### src/link_gpio_defs.svh
// Register indexes, field positions, codes and reset values of the link pin block.
// Included by the package and the design; holds definitions only.
`ifndef LINK_GPIO_DEFS_SVH
`define LINK_GPIO_DEFS_SVH
// Register indexes; byte address is four times the index
`define IDX_PIN0_CFG 8'h1D
`define IDX_PIN12_CFG 8'h1E
`define IDX_PIN3_CFG 8'h1F
`define IDX_LOCAL56_CFG 8'h20
`define IDX_LOCAL78_CFG 8'h21
`define IDX_BC_RATE 8'h23
`define IDX_PORT_SEL 8'h34
`define IDX_FAST_CTL 8'h43
`define IDX_CTRL 8'h50
`define IDX_PIN_STAT0 8'h6E
`define IDX_PIN_STAT1 8'h6F
// Field positions
`define BC_DIV_SEL_BIT 6
`define BC_FAST_BIT 4
`define PSEL_FIRST_BIT 0
`define PSEL_SECOND_BIT 1
`define IRQ_FWD_BIT 0
// Pin configuration codes
`define CFG_FWD_OUT 4'h5
`define CFG_BC_IN 4'h3
`define CFG_OUT_LOW 4'h1
`define CFG_OUT_HIGH 4'h9
// Fast channel mode codes
`define MODE_NORMAL 3'h0
`define MODE_FAST1 3'h1
`define MODE_FAST2 3'h2
`define MODE_FAST4 3'h3
// Samples per frame in each mode
`define SPF_NORMAL 5'h01
`define SPF_FAST4 5'h06
`define SPF_FAST2 5'h0A
`define SPF_FAST1 5'h0F
// Oscillator divide ratios
`define DIV_SLOW 3'h4
`define DIV_MID 3'h2
`define DIV_FAST 3'h1
// Reset values
`define RST_CFG 8'h00
`define RST_PORT_SEL 8'h01
`define RST_ZERO 8'h00
`endif

### src/link_gpio_pkg.sv
// Types shared by the link pin block.
// Assumes link_gpio_defs.svh is on the include path.
`include "link_gpio_defs.svh"
package link_gpio_pkg;
   // Back channel sequencer, Gray coded along idle, sync, run
   typedef enum logic [1:0]
   {
      BC_IDLE = 2'b00,
      BC_SYNC = 2'b01,
      BC_RUN = 2'b11
   } bc_state_t;
   typedef logic [3:0] pin_cfg_t;
endpackage

### src/link_gpio_backchannel_cfg.sv
// Link-side pin configuration, back channel pacing and interrupt forwarding.
// Assumes an APB master on clk, synchronous inputs and a one-cycle osc_tick
// from the internal oscillator; pin wires are resolved outside from the enables.
//
// Operation
// - Low power-down input idles the block
// - Forward active-low downstream interrupt when enabled
// - Pull interrupt pin low during power-down
// - Link pins are forward outputs or back inputs
// - Port select bits route shared pin fields
// - Secondary-lane pins only in two-lane mode
// - Code 5 forward output, 3 back input
// - Pin values readable, local output possible
// - Divider bit selects divide by four or two
// - Fast bit or strap forces divide by one
// - Mode field zero gives normal four-pin sampling
// - Fast modes drop normal back channel signaling
// - Accept auto-loaded 18-bit mode from serializer
// - Four local pins, register access only
// - Local pin mode overrides shared audio input
// - Local codes 1 low, 9 high, 3 input
//
// Design decision made here: the APB interface to the registers.
`timescale 1ns/1ps
`default_nettype none
`include "link_gpio_defs.svh"
module link_gpio_backchannel_cfg #(
   parameter int APB_AW = 10,
   parameter int FRAME_BITS = 30
)(
   input wire logic clk,
   input wire logic rst,
   input wire logic psel,
   input wire logic penable,
   input wire logic pwrite,
   input wire logic [APB_AW-1:0] paddr,
   input wire logic [31:0] pwdata,
   output logic pready,
   output logic [31:0] prdata,
   output logic pslverr,
   input wire logic power_down_n,
   input wire logic strap_select_one,
   input wire logic two_lane_mode,
   input wire logic eighteen_bit_load,
   input wire logic osc_tick,
   input wire logic downstream_irq_in_n,
   output logic downstream_irq_out,
   output logic downstream_irq_oe_n,
   input wire logic [3:0] fwd_pin_data,
   input wire logic [3:0] fwd_sec_pin_data,
   input wire logic [3:0] link_pin_in,
   output logic [3:0] link_pin_out,
   output logic [3:0] link_pin_oe_n,
   input wire logic [3:0] sec_pin_in,
   output logic [3:0] sec_pin_out,
   output logic [3:0] sec_pin_oe_n,
   input wire logic [3:0] local_pin_in,
   output logic [3:0] local_pin_out,
   output logic [3:0] local_pin_oe_n,
   output logic [3:0] audio_in_disable,
   output logic [7:0] bc_pin_sample,
   output logic bc_sample_valid,
   output logic bc_bit_tick,
   output logic bc_frame_start,
   output logic bc_normal_signaling,
   output logic bc_irq_n,
   output logic eighteen_bit_mode
);
   // Elaboration checks: the fastest mode needs a whole bit per sample
   if (APB_AW < 10) begin : g_aw_chk
      $error("APB_AW too small for the register map");
   end
   if (FRAME_BITS < 15 || FRAME_BITS > 255) begin : g_fb_chk
      $error("FRAME_BITS out of range");
   end

   // Decode a 4-bit pin code: enable and value for an output pin
   function automatic logic [1:0] pin_drive(input link_gpio_pkg::pin_cfg_t c, input logic fwd);
      case (c)
         `CFG_FWD_OUT: pin_drive = {1'b1, fwd};
         `CFG_OUT_LOW: pin_drive = 2'b10;
         `CFG_OUT_HIGH: pin_drive = 2'b11;
         default: pin_drive = 2'b00;
      endcase
   endfunction

   // Register state
   link_gpio_pkg::pin_cfg_t cfg_r [2][4];
   logic [7:0] local_cfg_r [2];
   logic [7:0] rate_r;
   logic [1:0] port_sel_r;
   logic [2:0] mode_r;
   logic irq_fwd_en_r;
   logic strap_fast_r;
   logic eighteen_r;
   logic pready_r;
   logic [31:0] prdata_r;
   logic pslverr_r;

   // Bus decode
   logic [7:0] idx;
   logic addr_ok;
   logic acc_start;
   logic wr_now;
   logic sel_second;
   assign idx = paddr[9:2];
   assign acc_start = psel && penable && !pready_r;
   assign wr_now = psel && penable && pready_r && pwrite && addr_ok;
   assign sel_second = port_sel_r[`PSEL_SECOND_BIT];
   // Shift instead of a part-select so the default width needs no empty range
   assign addr_ok = (paddr[1:0] == 2'h0) && ((paddr >> 10) == '0) &&
      (idx == `IDX_PIN0_CFG || idx == `IDX_PIN12_CFG || idx == `IDX_PIN3_CFG ||
       idx == `IDX_LOCAL56_CFG || idx == `IDX_LOCAL78_CFG || idx == `IDX_BC_RATE ||
       idx == `IDX_PORT_SEL || idx == `IDX_FAST_CTL || idx == `IDX_CTRL ||
       idx == `IDX_PIN_STAT0 || idx == `IDX_PIN_STAT1);

   // Read mux; shared pin fields show the second lane when its bit is set
   logic [7:0] rd_byte;
   logic [3:0] lpin_val;
   logic [3:0] spin_val;
   logic [3:0] shown_pins;
   assign lpin_val = link_pin_in;
   assign spin_val = sec_pin_in;
   assign shown_pins = sel_second ? spin_val : lpin_val;
   always_comb
   begin
      case (idx)
         `IDX_PIN0_CFG: rd_byte = {4'h0, cfg_r[sel_second][0]};
         `IDX_PIN12_CFG: rd_byte = {cfg_r[sel_second][2], cfg_r[sel_second][1]};
         `IDX_PIN3_CFG: rd_byte = {4'h0, cfg_r[sel_second][3]};
         `IDX_LOCAL56_CFG: rd_byte = local_cfg_r[0];
         `IDX_LOCAL78_CFG: rd_byte = local_cfg_r[1];
         `IDX_BC_RATE: rd_byte = rate_r;
         `IDX_PORT_SEL: rd_byte = {6'h00, port_sel_r};
         `IDX_FAST_CTL: rd_byte = {5'h00, mode_r};
         `IDX_CTRL: rd_byte = {4'h0, strap_fast_r, eighteen_r, 1'b0, irq_fwd_en_r};
         `IDX_PIN_STAT0: rd_byte = {local_pin_in[2:0], 1'b0, shown_pins};
         `IDX_PIN_STAT1: rd_byte = {7'h00, local_pin_in[3]};
         default: rd_byte = `RST_ZERO;
      endcase
   end

   // APB answer: pready one cycle into the access phase, write lands with it
   always_ff @(posedge clk)
   begin
      if (rst)
      begin
         pready_r <= 1'b0;
         prdata_r <= 32'h0000_0000;
         pslverr_r <= 1'b0;
      end
      else
      begin
         pready_r <= acc_start;
         prdata_r <= (acc_start && !pwrite && addr_ok) ? {24'h000000, rd_byte} : 32'h0000_0000;
         pslverr_r <= acc_start && !addr_ok;
      end
   end

   // Configuration registers; writes go to every selected port
   always_ff @(posedge clk)
   begin
      if (rst)
      begin
         for (int p = 0; p < 2; p++)
         begin
            for (int i = 0; i < 4; i++)
               cfg_r[p][i] <= 4'h0;
            local_cfg_r[p] <= `RST_CFG;
         end
         rate_r <= `RST_ZERO;
         port_sel_r <= 2'(`RST_PORT_SEL);
         mode_r <= `MODE_NORMAL;
         irq_fwd_en_r <= 1'b0;
      end
      else if (wr_now)
      begin
         for (int p = 0; p < 2; p++)
         begin
            if (port_sel_r[p])
            begin
               if (idx == `IDX_PIN0_CFG) cfg_r[p][0] <= pwdata[3:0];
               if (idx == `IDX_PIN12_CFG) cfg_r[p][1] <= pwdata[3:0];
               if (idx == `IDX_PIN12_CFG) cfg_r[p][2] <= pwdata[7:4];
               if (idx == `IDX_PIN3_CFG) cfg_r[p][3] <= pwdata[3:0];
            end
         end
         if (idx == `IDX_LOCAL56_CFG) local_cfg_r[0] <= pwdata[7:0];
         if (idx == `IDX_LOCAL78_CFG) local_cfg_r[1] <= pwdata[7:0];
         if (idx == `IDX_BC_RATE) rate_r <= pwdata[7:0];
         if (idx == `IDX_PORT_SEL) port_sel_r <= pwdata[1:0];
         if (idx == `IDX_FAST_CTL) mode_r <= pwdata[2:0];
         if (idx == `IDX_CTRL) irq_fwd_en_r <= pwdata[`IRQ_FWD_BIT];
      end
   end

   // Strap caught on the first edge after reset release, not under reset
   logic strap_taken_r;
   always_ff @(posedge clk)
   begin
      if (rst)
         strap_taken_r <= 1'b0;
      else
         strap_taken_r <= 1'b1;
   end
   always_ff @(posedge clk)
   begin
      if (rst)
         strap_fast_r <= 1'b0;
      else if (!strap_taken_r)
         strap_fast_r <= strap_select_one;
   end

   // 18-bit mode is loaded by the serializer, sticky until reset
   always_ff @(posedge clk)
   begin
      if (rst)
         eighteen_r <= 1'b0;
      else if (eighteen_bit_load)
         eighteen_r <= 1'b1;
   end

   // Back channel rate: the fast bit or strap wins over the divider bit
   logic [2:0] div_ratio;
   logic fast_bc;
   assign fast_bc = rate_r[`BC_FAST_BIT] || strap_fast_r;
   assign div_ratio = fast_bc ? `DIV_FAST :
      (rate_r[`BC_DIV_SEL_BIT] ? `DIV_MID : `DIV_SLOW);

   // Samples per frame and pins carried per mode
   logic [4:0] spf;
   logic [3:0] pin_mask;
   logic [7:0] sample_gap;
   always_comb
   begin
      case (mode_r)
         `MODE_FAST4: spf = `SPF_FAST4;
         `MODE_FAST2: spf = `SPF_FAST2;
         `MODE_FAST1: spf = `SPF_FAST1;
         default: spf = `SPF_NORMAL;
      endcase
      case (mode_r)
         `MODE_FAST2: pin_mask = 4'h3;
         `MODE_FAST1: pin_mask = 4'h1;
         default: pin_mask = 4'hF;
      endcase
   end
   assign sample_gap = 8'(FRAME_BITS / int'(spf));

   // Back channel sequencer: divider, bit count and sample points
   link_gpio_pkg::bc_state_t state_r;
   link_gpio_pkg::bc_state_t state_nxt;
   logic [2:0] div_cnt_r;
   logic [7:0] bit_cnt_r;
   logic [7:0] gap_cnt_r;
   logic bit_tick;
   logic frame_end;
   logic sample_now;
   // Gated by power-down so no tick escapes in the cycle the sequencer is parked
   assign bit_tick = osc_tick && power_down_n && (div_cnt_r >= div_ratio - 3'h1) &&
      state_r != link_gpio_pkg::BC_IDLE;
   assign frame_end = bit_tick && (bit_cnt_r == 8'(FRAME_BITS - 1));
   assign sample_now = bit_tick && state_r == link_gpio_pkg::BC_RUN && (gap_cnt_r == sample_gap - 8'h01);
   always_comb
   begin
      case (state_r)
         link_gpio_pkg::BC_IDLE: state_nxt = link_gpio_pkg::BC_SYNC;
         link_gpio_pkg::BC_SYNC: state_nxt = bit_tick ? link_gpio_pkg::BC_RUN : link_gpio_pkg::BC_SYNC;
         link_gpio_pkg::BC_RUN: state_nxt = link_gpio_pkg::BC_RUN;
         default: state_nxt = link_gpio_pkg::BC_IDLE;
      endcase
   end
   always_ff @(posedge clk)
   begin
      if (rst || !power_down_n)
      begin
         state_r <= link_gpio_pkg::BC_IDLE;
         div_cnt_r <= 3'h0;
         bit_cnt_r <= 8'h00;
         gap_cnt_r <= 8'h00;
      end
      else
      begin
         state_r <= state_nxt;
         if (osc_tick)
            div_cnt_r <= (div_cnt_r >= div_ratio - 3'h1) ? 3'h0 : div_cnt_r + 3'h1;
         if (bit_tick)
         begin
            bit_cnt_r <= frame_end ? 8'h00 : bit_cnt_r + 8'h01;
            gap_cnt_r <= (frame_end || gap_cnt_r == sample_gap - 8'h01) ? 8'h00 : gap_cnt_r + 8'h01;
         end
      end
   end

   // Input pins feed the back channel only when coded as inputs
   logic [3:0] bc_in_pri;
   logic [3:0] bc_in_sec;
   always_comb
   begin
      for (int i = 0; i < 4; i++)
      begin
         bc_in_pri[i] = (cfg_r[0][i] == `CFG_BC_IN) && link_pin_in[i];
         bc_in_sec[i] = (cfg_r[1][i] == `CFG_BC_IN) && two_lane_mode && sec_pin_in[i];
      end
   end

   // Pin drive decode for link, secondary-lane and local pins
   logic [1:0] drv_pri [4];
   logic [1:0] drv_sec [4];
   logic [1:0] drv_loc [4];
   logic [3:0] loc_is_gpio;
   link_gpio_pkg::pin_cfg_t loc_code [4];
   assign loc_code[0] = local_cfg_r[0][3:0];
   assign loc_code[1] = local_cfg_r[0][7:4];
   assign loc_code[2] = local_cfg_r[1][3:0];
   assign loc_code[3] = local_cfg_r[1][7:4];
   always_comb
   begin
      for (int i = 0; i < 4; i++)
      begin
         drv_pri[i] = pin_drive(cfg_r[0][i], fwd_pin_data[i]);
         drv_sec[i] = two_lane_mode ? pin_drive(cfg_r[1][i], fwd_sec_pin_data[i]) : 2'b00;
         drv_loc[i] = (loc_code[i] == `CFG_FWD_OUT) ? 2'b00 : pin_drive(loc_code[i], 1'b0);
         loc_is_gpio[i] = drv_loc[i][1] || loc_code[i] == `CFG_BC_IN;
      end
   end

   // Registered outputs; power-down floats every pin but the interrupt
   always_ff @(posedge clk)
   begin
      if (rst)
      begin
         link_pin_out <= 4'h0;
         link_pin_oe_n <= 4'hF;
         sec_pin_out <= 4'h0;
         sec_pin_oe_n <= 4'hF;
         local_pin_out <= 4'h0;
         local_pin_oe_n <= 4'hF;
         audio_in_disable <= 4'h0;
         downstream_irq_out <= 1'b0;
         downstream_irq_oe_n <= 1'b1;
         bc_irq_n <= 1'b1;
      end
      else
      begin
         for (int i = 0; i < 4; i++)
         begin
            link_pin_out[i] <= drv_pri[i][0];
            link_pin_oe_n[i] <= !(drv_pri[i][1] && power_down_n);
            sec_pin_out[i] <= drv_sec[i][0];
            sec_pin_oe_n[i] <= !(drv_sec[i][1] && power_down_n);
            local_pin_out[i] <= drv_loc[i][0];
            local_pin_oe_n[i] <= !(drv_loc[i][1] && power_down_n);
         end
         audio_in_disable <= loc_is_gpio;
         downstream_irq_out <= 1'b0;
         downstream_irq_oe_n <= power_down_n;
         // Level forward; the serializer latches and clears its own copy
         bc_irq_n <= !(irq_fwd_en_r && power_down_n && !downstream_irq_in_n);
      end
   end

   // Back channel outputs; fast modes carry pins instead of status traffic
   always_ff @(posedge clk)
   begin
      if (rst)
      begin
         bc_pin_sample <= 8'h00;
         bc_sample_valid <= 1'b0;
         bc_bit_tick <= 1'b0;
         bc_frame_start <= 1'b0;
         bc_normal_signaling <= 1'b1;
         eighteen_bit_mode <= 1'b0;
      end
      else
      begin
         if (sample_now)
            bc_pin_sample <= {bc_in_sec & pin_mask, bc_in_pri & pin_mask};
         bc_sample_valid <= sample_now;
         bc_bit_tick <= bit_tick;
         bc_frame_start <= frame_end;
         bc_normal_signaling <= (mode_r == `MODE_NORMAL);
         eighteen_bit_mode <= eighteen_r;
      end
   end

   assign pready = pready_r;
   assign prdata = prdata_r;
   assign pslverr = pslverr_r;
endmodule
`default_nettype wire

### config.mk
export PLATFORM = sky130hd
export DESIGN_NAME = link_gpio_backchannel_cfg
export DESIGN_NICKNAME = d
export VERILOG_FILES = /design/src/link_gpio_pkg.sv /design/src/link_gpio_backchannel_cfg.sv
export VERILOG_INCLUDE_DIRS = /design/src
export SDC_FILE = /design/constraint.sdc
export NUM_CORES = 1
export LEC_CHECK = 0
export BUFFER_PORTS_ARGS = -buffer_cell sky130_fd_sc_hd__buf_2
export CAP_MARGIN = 20
export CORE_MARGIN = 2
export CORE_UTILIZATION = 55
export DETAILED_ROUTE_END_ITERATION = 10
export GPL_ROUTABILITY_DRIVEN = 0
export PLACE_DENSITY = 0.8
export SLEW_MARGIN = 20
export SYNTH_ARGS = -nofsm -noshare
export SYNTH_HDL_FRONTEND = slang
export SYNTH_SLANG_ARGS = --single-unit
### constraint.sdc
create_clock -name clk -period 3.6 [get_ports clk]
set_input_delay 0.18 -clock clk [delete_from_list [all_inputs] [get_ports clk]]
set_output_delay 0.18 -clock clk [all_outputs]
set_load 0.1 [all_outputs]
==> metrics.md <==
| Metric | Value |
|---|---|
| Reg2reg setup slack | `760 ps` |
| Vias in the first global route | `5,881` |
| Post-synth EDFFs | `48` |
| Most frequent cells in the layout | `buf_2, dfxtp_1, nor2_1` |
| FF+latch count, synth | `140` |
| Post-route design area | `8310 um^2` |
| Post-synthesis sequential area ratio | `45.9%` |
| Cell Rows | `41` |
| Hold path start | `strap_select_one` |
| Async set-reset flop share out of synthesis | `0%` |
| Reg2reg start | `mode_r[0]$_SDFFE_PP0P_` |
| Worst-path clk slew | `60 ps` |
| Net Switching | `0.959 mW` |
| P&R area growth vs syn | `16.0%` |
| Hold Slack | `10.2 ps` |
| Starting Density | `56.5%` |
| TritonRoute pass-1 iters | `7` |
| Met3 wire len | `1.29 mm` |
| Tot Pwr | `3.63 mW` |
| Average wire per standard cell | `18.0 um` |
| Worst hold path type | `primary input to flop` |
| Synth Warn # | `0` |
| Top FF cell, synth | `dfxtp_1` |
| # IOs | `151` |
| Die Height | `118 um` |
| Tmin final | `2840 ps` |
| Final TNS setup | `0 ps` |
| DR vias | `5,913` |
| Die ar. | `13,900 um^2` |
| Clock Sinks | `140` |
| Leading area contributor after synthesis | `dfxtp_1` |
| Metal2 WL | `8.90 mm` |
| Remaining routing DRC violations | `0` |
| Post-synth top area share | `25.7%` |
| Final Cycle Share | `78.8%` |
| Total Routing Usage GR | `26.5%` |
| CP endpoint kind | `flop` |
| Compound-Gate Fraction of Synth Area | `9.35%` |
| CTS Buf Count | `17` |
| Simple logic cell fraction of the synthesized area | `23.0%` |
| Grt ovf | `0` |
| Actual slew at the worst max-slew pin | `995 ps` |
| Clk Latency, worst-skew pair | `430 ps` |
| Placed cell area | `7740 um^2` |
| Commonest non-fill, non-tap cell in the layout | `buf_2` |
| Final setup violation count | `0` |
| Syn Area/Cell | `10.0 um^2` |
| Met1 wire length | `7.31 mm` |
| CTS Buffer Depth | `2` |
| Antenna violations before repair | `0` |
| Hpwl dp | `13.0 mm` |
| Leak pwr | `3.39 nW` |
| Clk pwr share | `44.0%` |
| CTS root buffer | `clkbuf_16` |
| Total wire length | `18.1 mm` |
| CORE AREA | `12,700 um^2` |
| # resized after CTS | `0` |
| Post-Synthesis Cells | `714` |
| H-tree Lvls | `4` |
| Post-Syn Area | `7160 um^2` |
| Internal power | `2.67 mW` |
| Clk_skew | `6.75 ps` |
| CP Class | `flop to flop` |
| First-pass GRT wire length | `29.1 mm` |
| Slew Viols, Final | `0` |
| Synth Area in XOR/XNOR | `2.45%` |
| Final Net Count | `927` |
| Crit Path Max Fanout | `10` |
| Share of cells above drive strength 1 | `22.2%` |
| Cell area power density | `437 nW/um^2` |
| Post-route ant nets | `0` |
| Status | `completed` |
| Count of final hold-check violations | `0` |
| Buffers added on ports | `101` |
| WP data arrival | `3150 ps` |
| WP data required | `3910 ps` |
| Comb power frac | `9.6%` |
| Max-cap viol count | `0` |
| Slew HR | `33.6%` |
| DRT iter0 DRCs | `532` |
| Hold depth | `3` |
| Final Util | `65.5%` |
| Highest metal used | `met4` |
| Main combinational cell family by area after synthesis | `simple AND/OR/NAND/NOR gates` |
| Pin count of the biggest net entering global routing | `36` |
| Post-synthesis mux area share | `8.51%` |
| CTS tree | `yes` |
| Worst setup SP type | `flop` |
| Synth Area in Adders | `5.59%` |
| FF-to-FF path depth | `7` |
| Fmax | `0.353 GHz` |
| Max IR drop VDD | `0.000327 V` |
| Die X | `118 um` |
| Sw Share | `26.4%` |
| Cell variety after synth | `73` |
| Synth top area cells | `dfxtp_1, edfxtp_1, ha_1` |
| Worst Hold Path EP | `strap_fast_r$_SDFFE_PP0N_` |
| Vias/cell | `5.87` |
| RSZ-0062 raised after global routing | `false` |
| Flop pwr share | `46.5%` |
| Diodes inserted | `0` |
| Reg2reg end | `bc_pin_sample[0]$_SDFFE_PP0P_` |
[cell usage after synthesis, types with 6 or more instances]
library cell	instances
nor2b_1	7
nor4_1	7
and3_1	6
nand4_1	15
nand2b_1	13
a22o_1	6
nand2_1	62
clkbuf_1	19
edfxtp_1	48
o21ai_0	19
inv_1	12
mux2_2	17
ha_1	32
nor4b_1	12
nor3_1	36
nor2_1	76
a21oi_1	13
mux2i_1	29
nand3_1	21
dfxtp_1	92
buf_4	27
xor2_1	14
nand4b_1	6
xnor2_1	6
and2_1	21
a31oi_1	7
[cell families after synthesis]
kind of cell	count (synthesis)
AOI/OAI and AO/OA	92
muxes	52
other	1
xor gates and xnor gates	20
adders and majority gates	32
buffers and inverters	65
DFF	140
and+or+nand+nor	312
[power groups by stage]
stage | clock [mW] | combinational [mW] | sequential (mW)
2_1_floorplan | 0 | 0.230 | 1.76
3_3_place_gp | 0 | 0.335 | 1.72
3_5_place_dp | 0 | 0.340 | 1.72
4_1_cts | 1.61 | 0.343 | 1.69
5_1_grt | 1.69 | 0.363 | 1.69
6_report | 1.60 | 0.347 | 1.69
[how the worst max path moves through the flow]
stage | startpoint | to | slack [ps] | cells past startpoint
global placement | paddr[5] | cfg_r[1][2]$_SDFFCE_PN0P_ | 830 | 8
global route | mode_r[0]$_SDFFE_PP0P_ | bc_pin_sample[0]$_SDFFE_PP0P_ | 630 | 7
CTS | mode_r[0]$_SDFFE_PP0P_ | bc_pin_sample[0]$_SDFFE_PP0P_ | 800 | 7
floorplan | paddr[2] | cfg_r[1][10]$_SDFFCE_PN0P_ | 490 | 8
finish | mode_r[0]$_SDFFE_PP0P_ | bc_pin_sample[0]$_SDFFE_PP0P_ | 760 | 7
detailed placement | paddr[5] | cfg_r[1][1]$_SDFFCE_PN0P_ | 760 | 8
[layout make-up]
class	count	area [um^2]
multi-input combinational	535	3600
clock buffer	22	475
inverter	13	48.8
clock inverter	10	65.1
sequential	140	3280
fill	978	4370
timing repair buffer	115	616
tap	172	215
[state kept, by name (all words and copies together) (netlist names), 4 cells and up, named ones only]
name and cells:
local_pin_oe_n 4, bc_pin_sample 8, rate_r 8, link_pin_out 4, cfg_r 32, bit_cnt_r 8
local_cfg_r 16, audio_in_disable 4, prdata 8, sec_pin_oe_n 4, gap_cnt_r 8, sec_pin_out 4
link_pin_oe_n 4, local_pin_out 4
[metal layers]
layer  GRT usage, %  vias up
li1               -     2748
met1           31.8     2798
met2           45.2      308
met3           5.52       59
met4           12.4        0
met5              0        -
[stage by stage]
stage                     setup slack, ps  std cells
after detailed placement              763        973
after CTS                             800       1007
after global routing                  632       1007
after global placement                830        973
final                                 764       1007
after floorplan                       487        740
[critical path: stages (launching register included)]
cell     delay [ps]
dfxtp_1         580
xnor2_1         240
nor2_1          120
xnor2_1         160
or4_4           520
nor4_1          500
mux2i_4         260
mux2_4          350
[what timing repair did]
item                                   4_1_cts  5_1_grt
endpoints found under the hold margin        2        0
setup buffers                                0        0
hold buffers                                 2        0
Power figures use the tool's default switching activity.
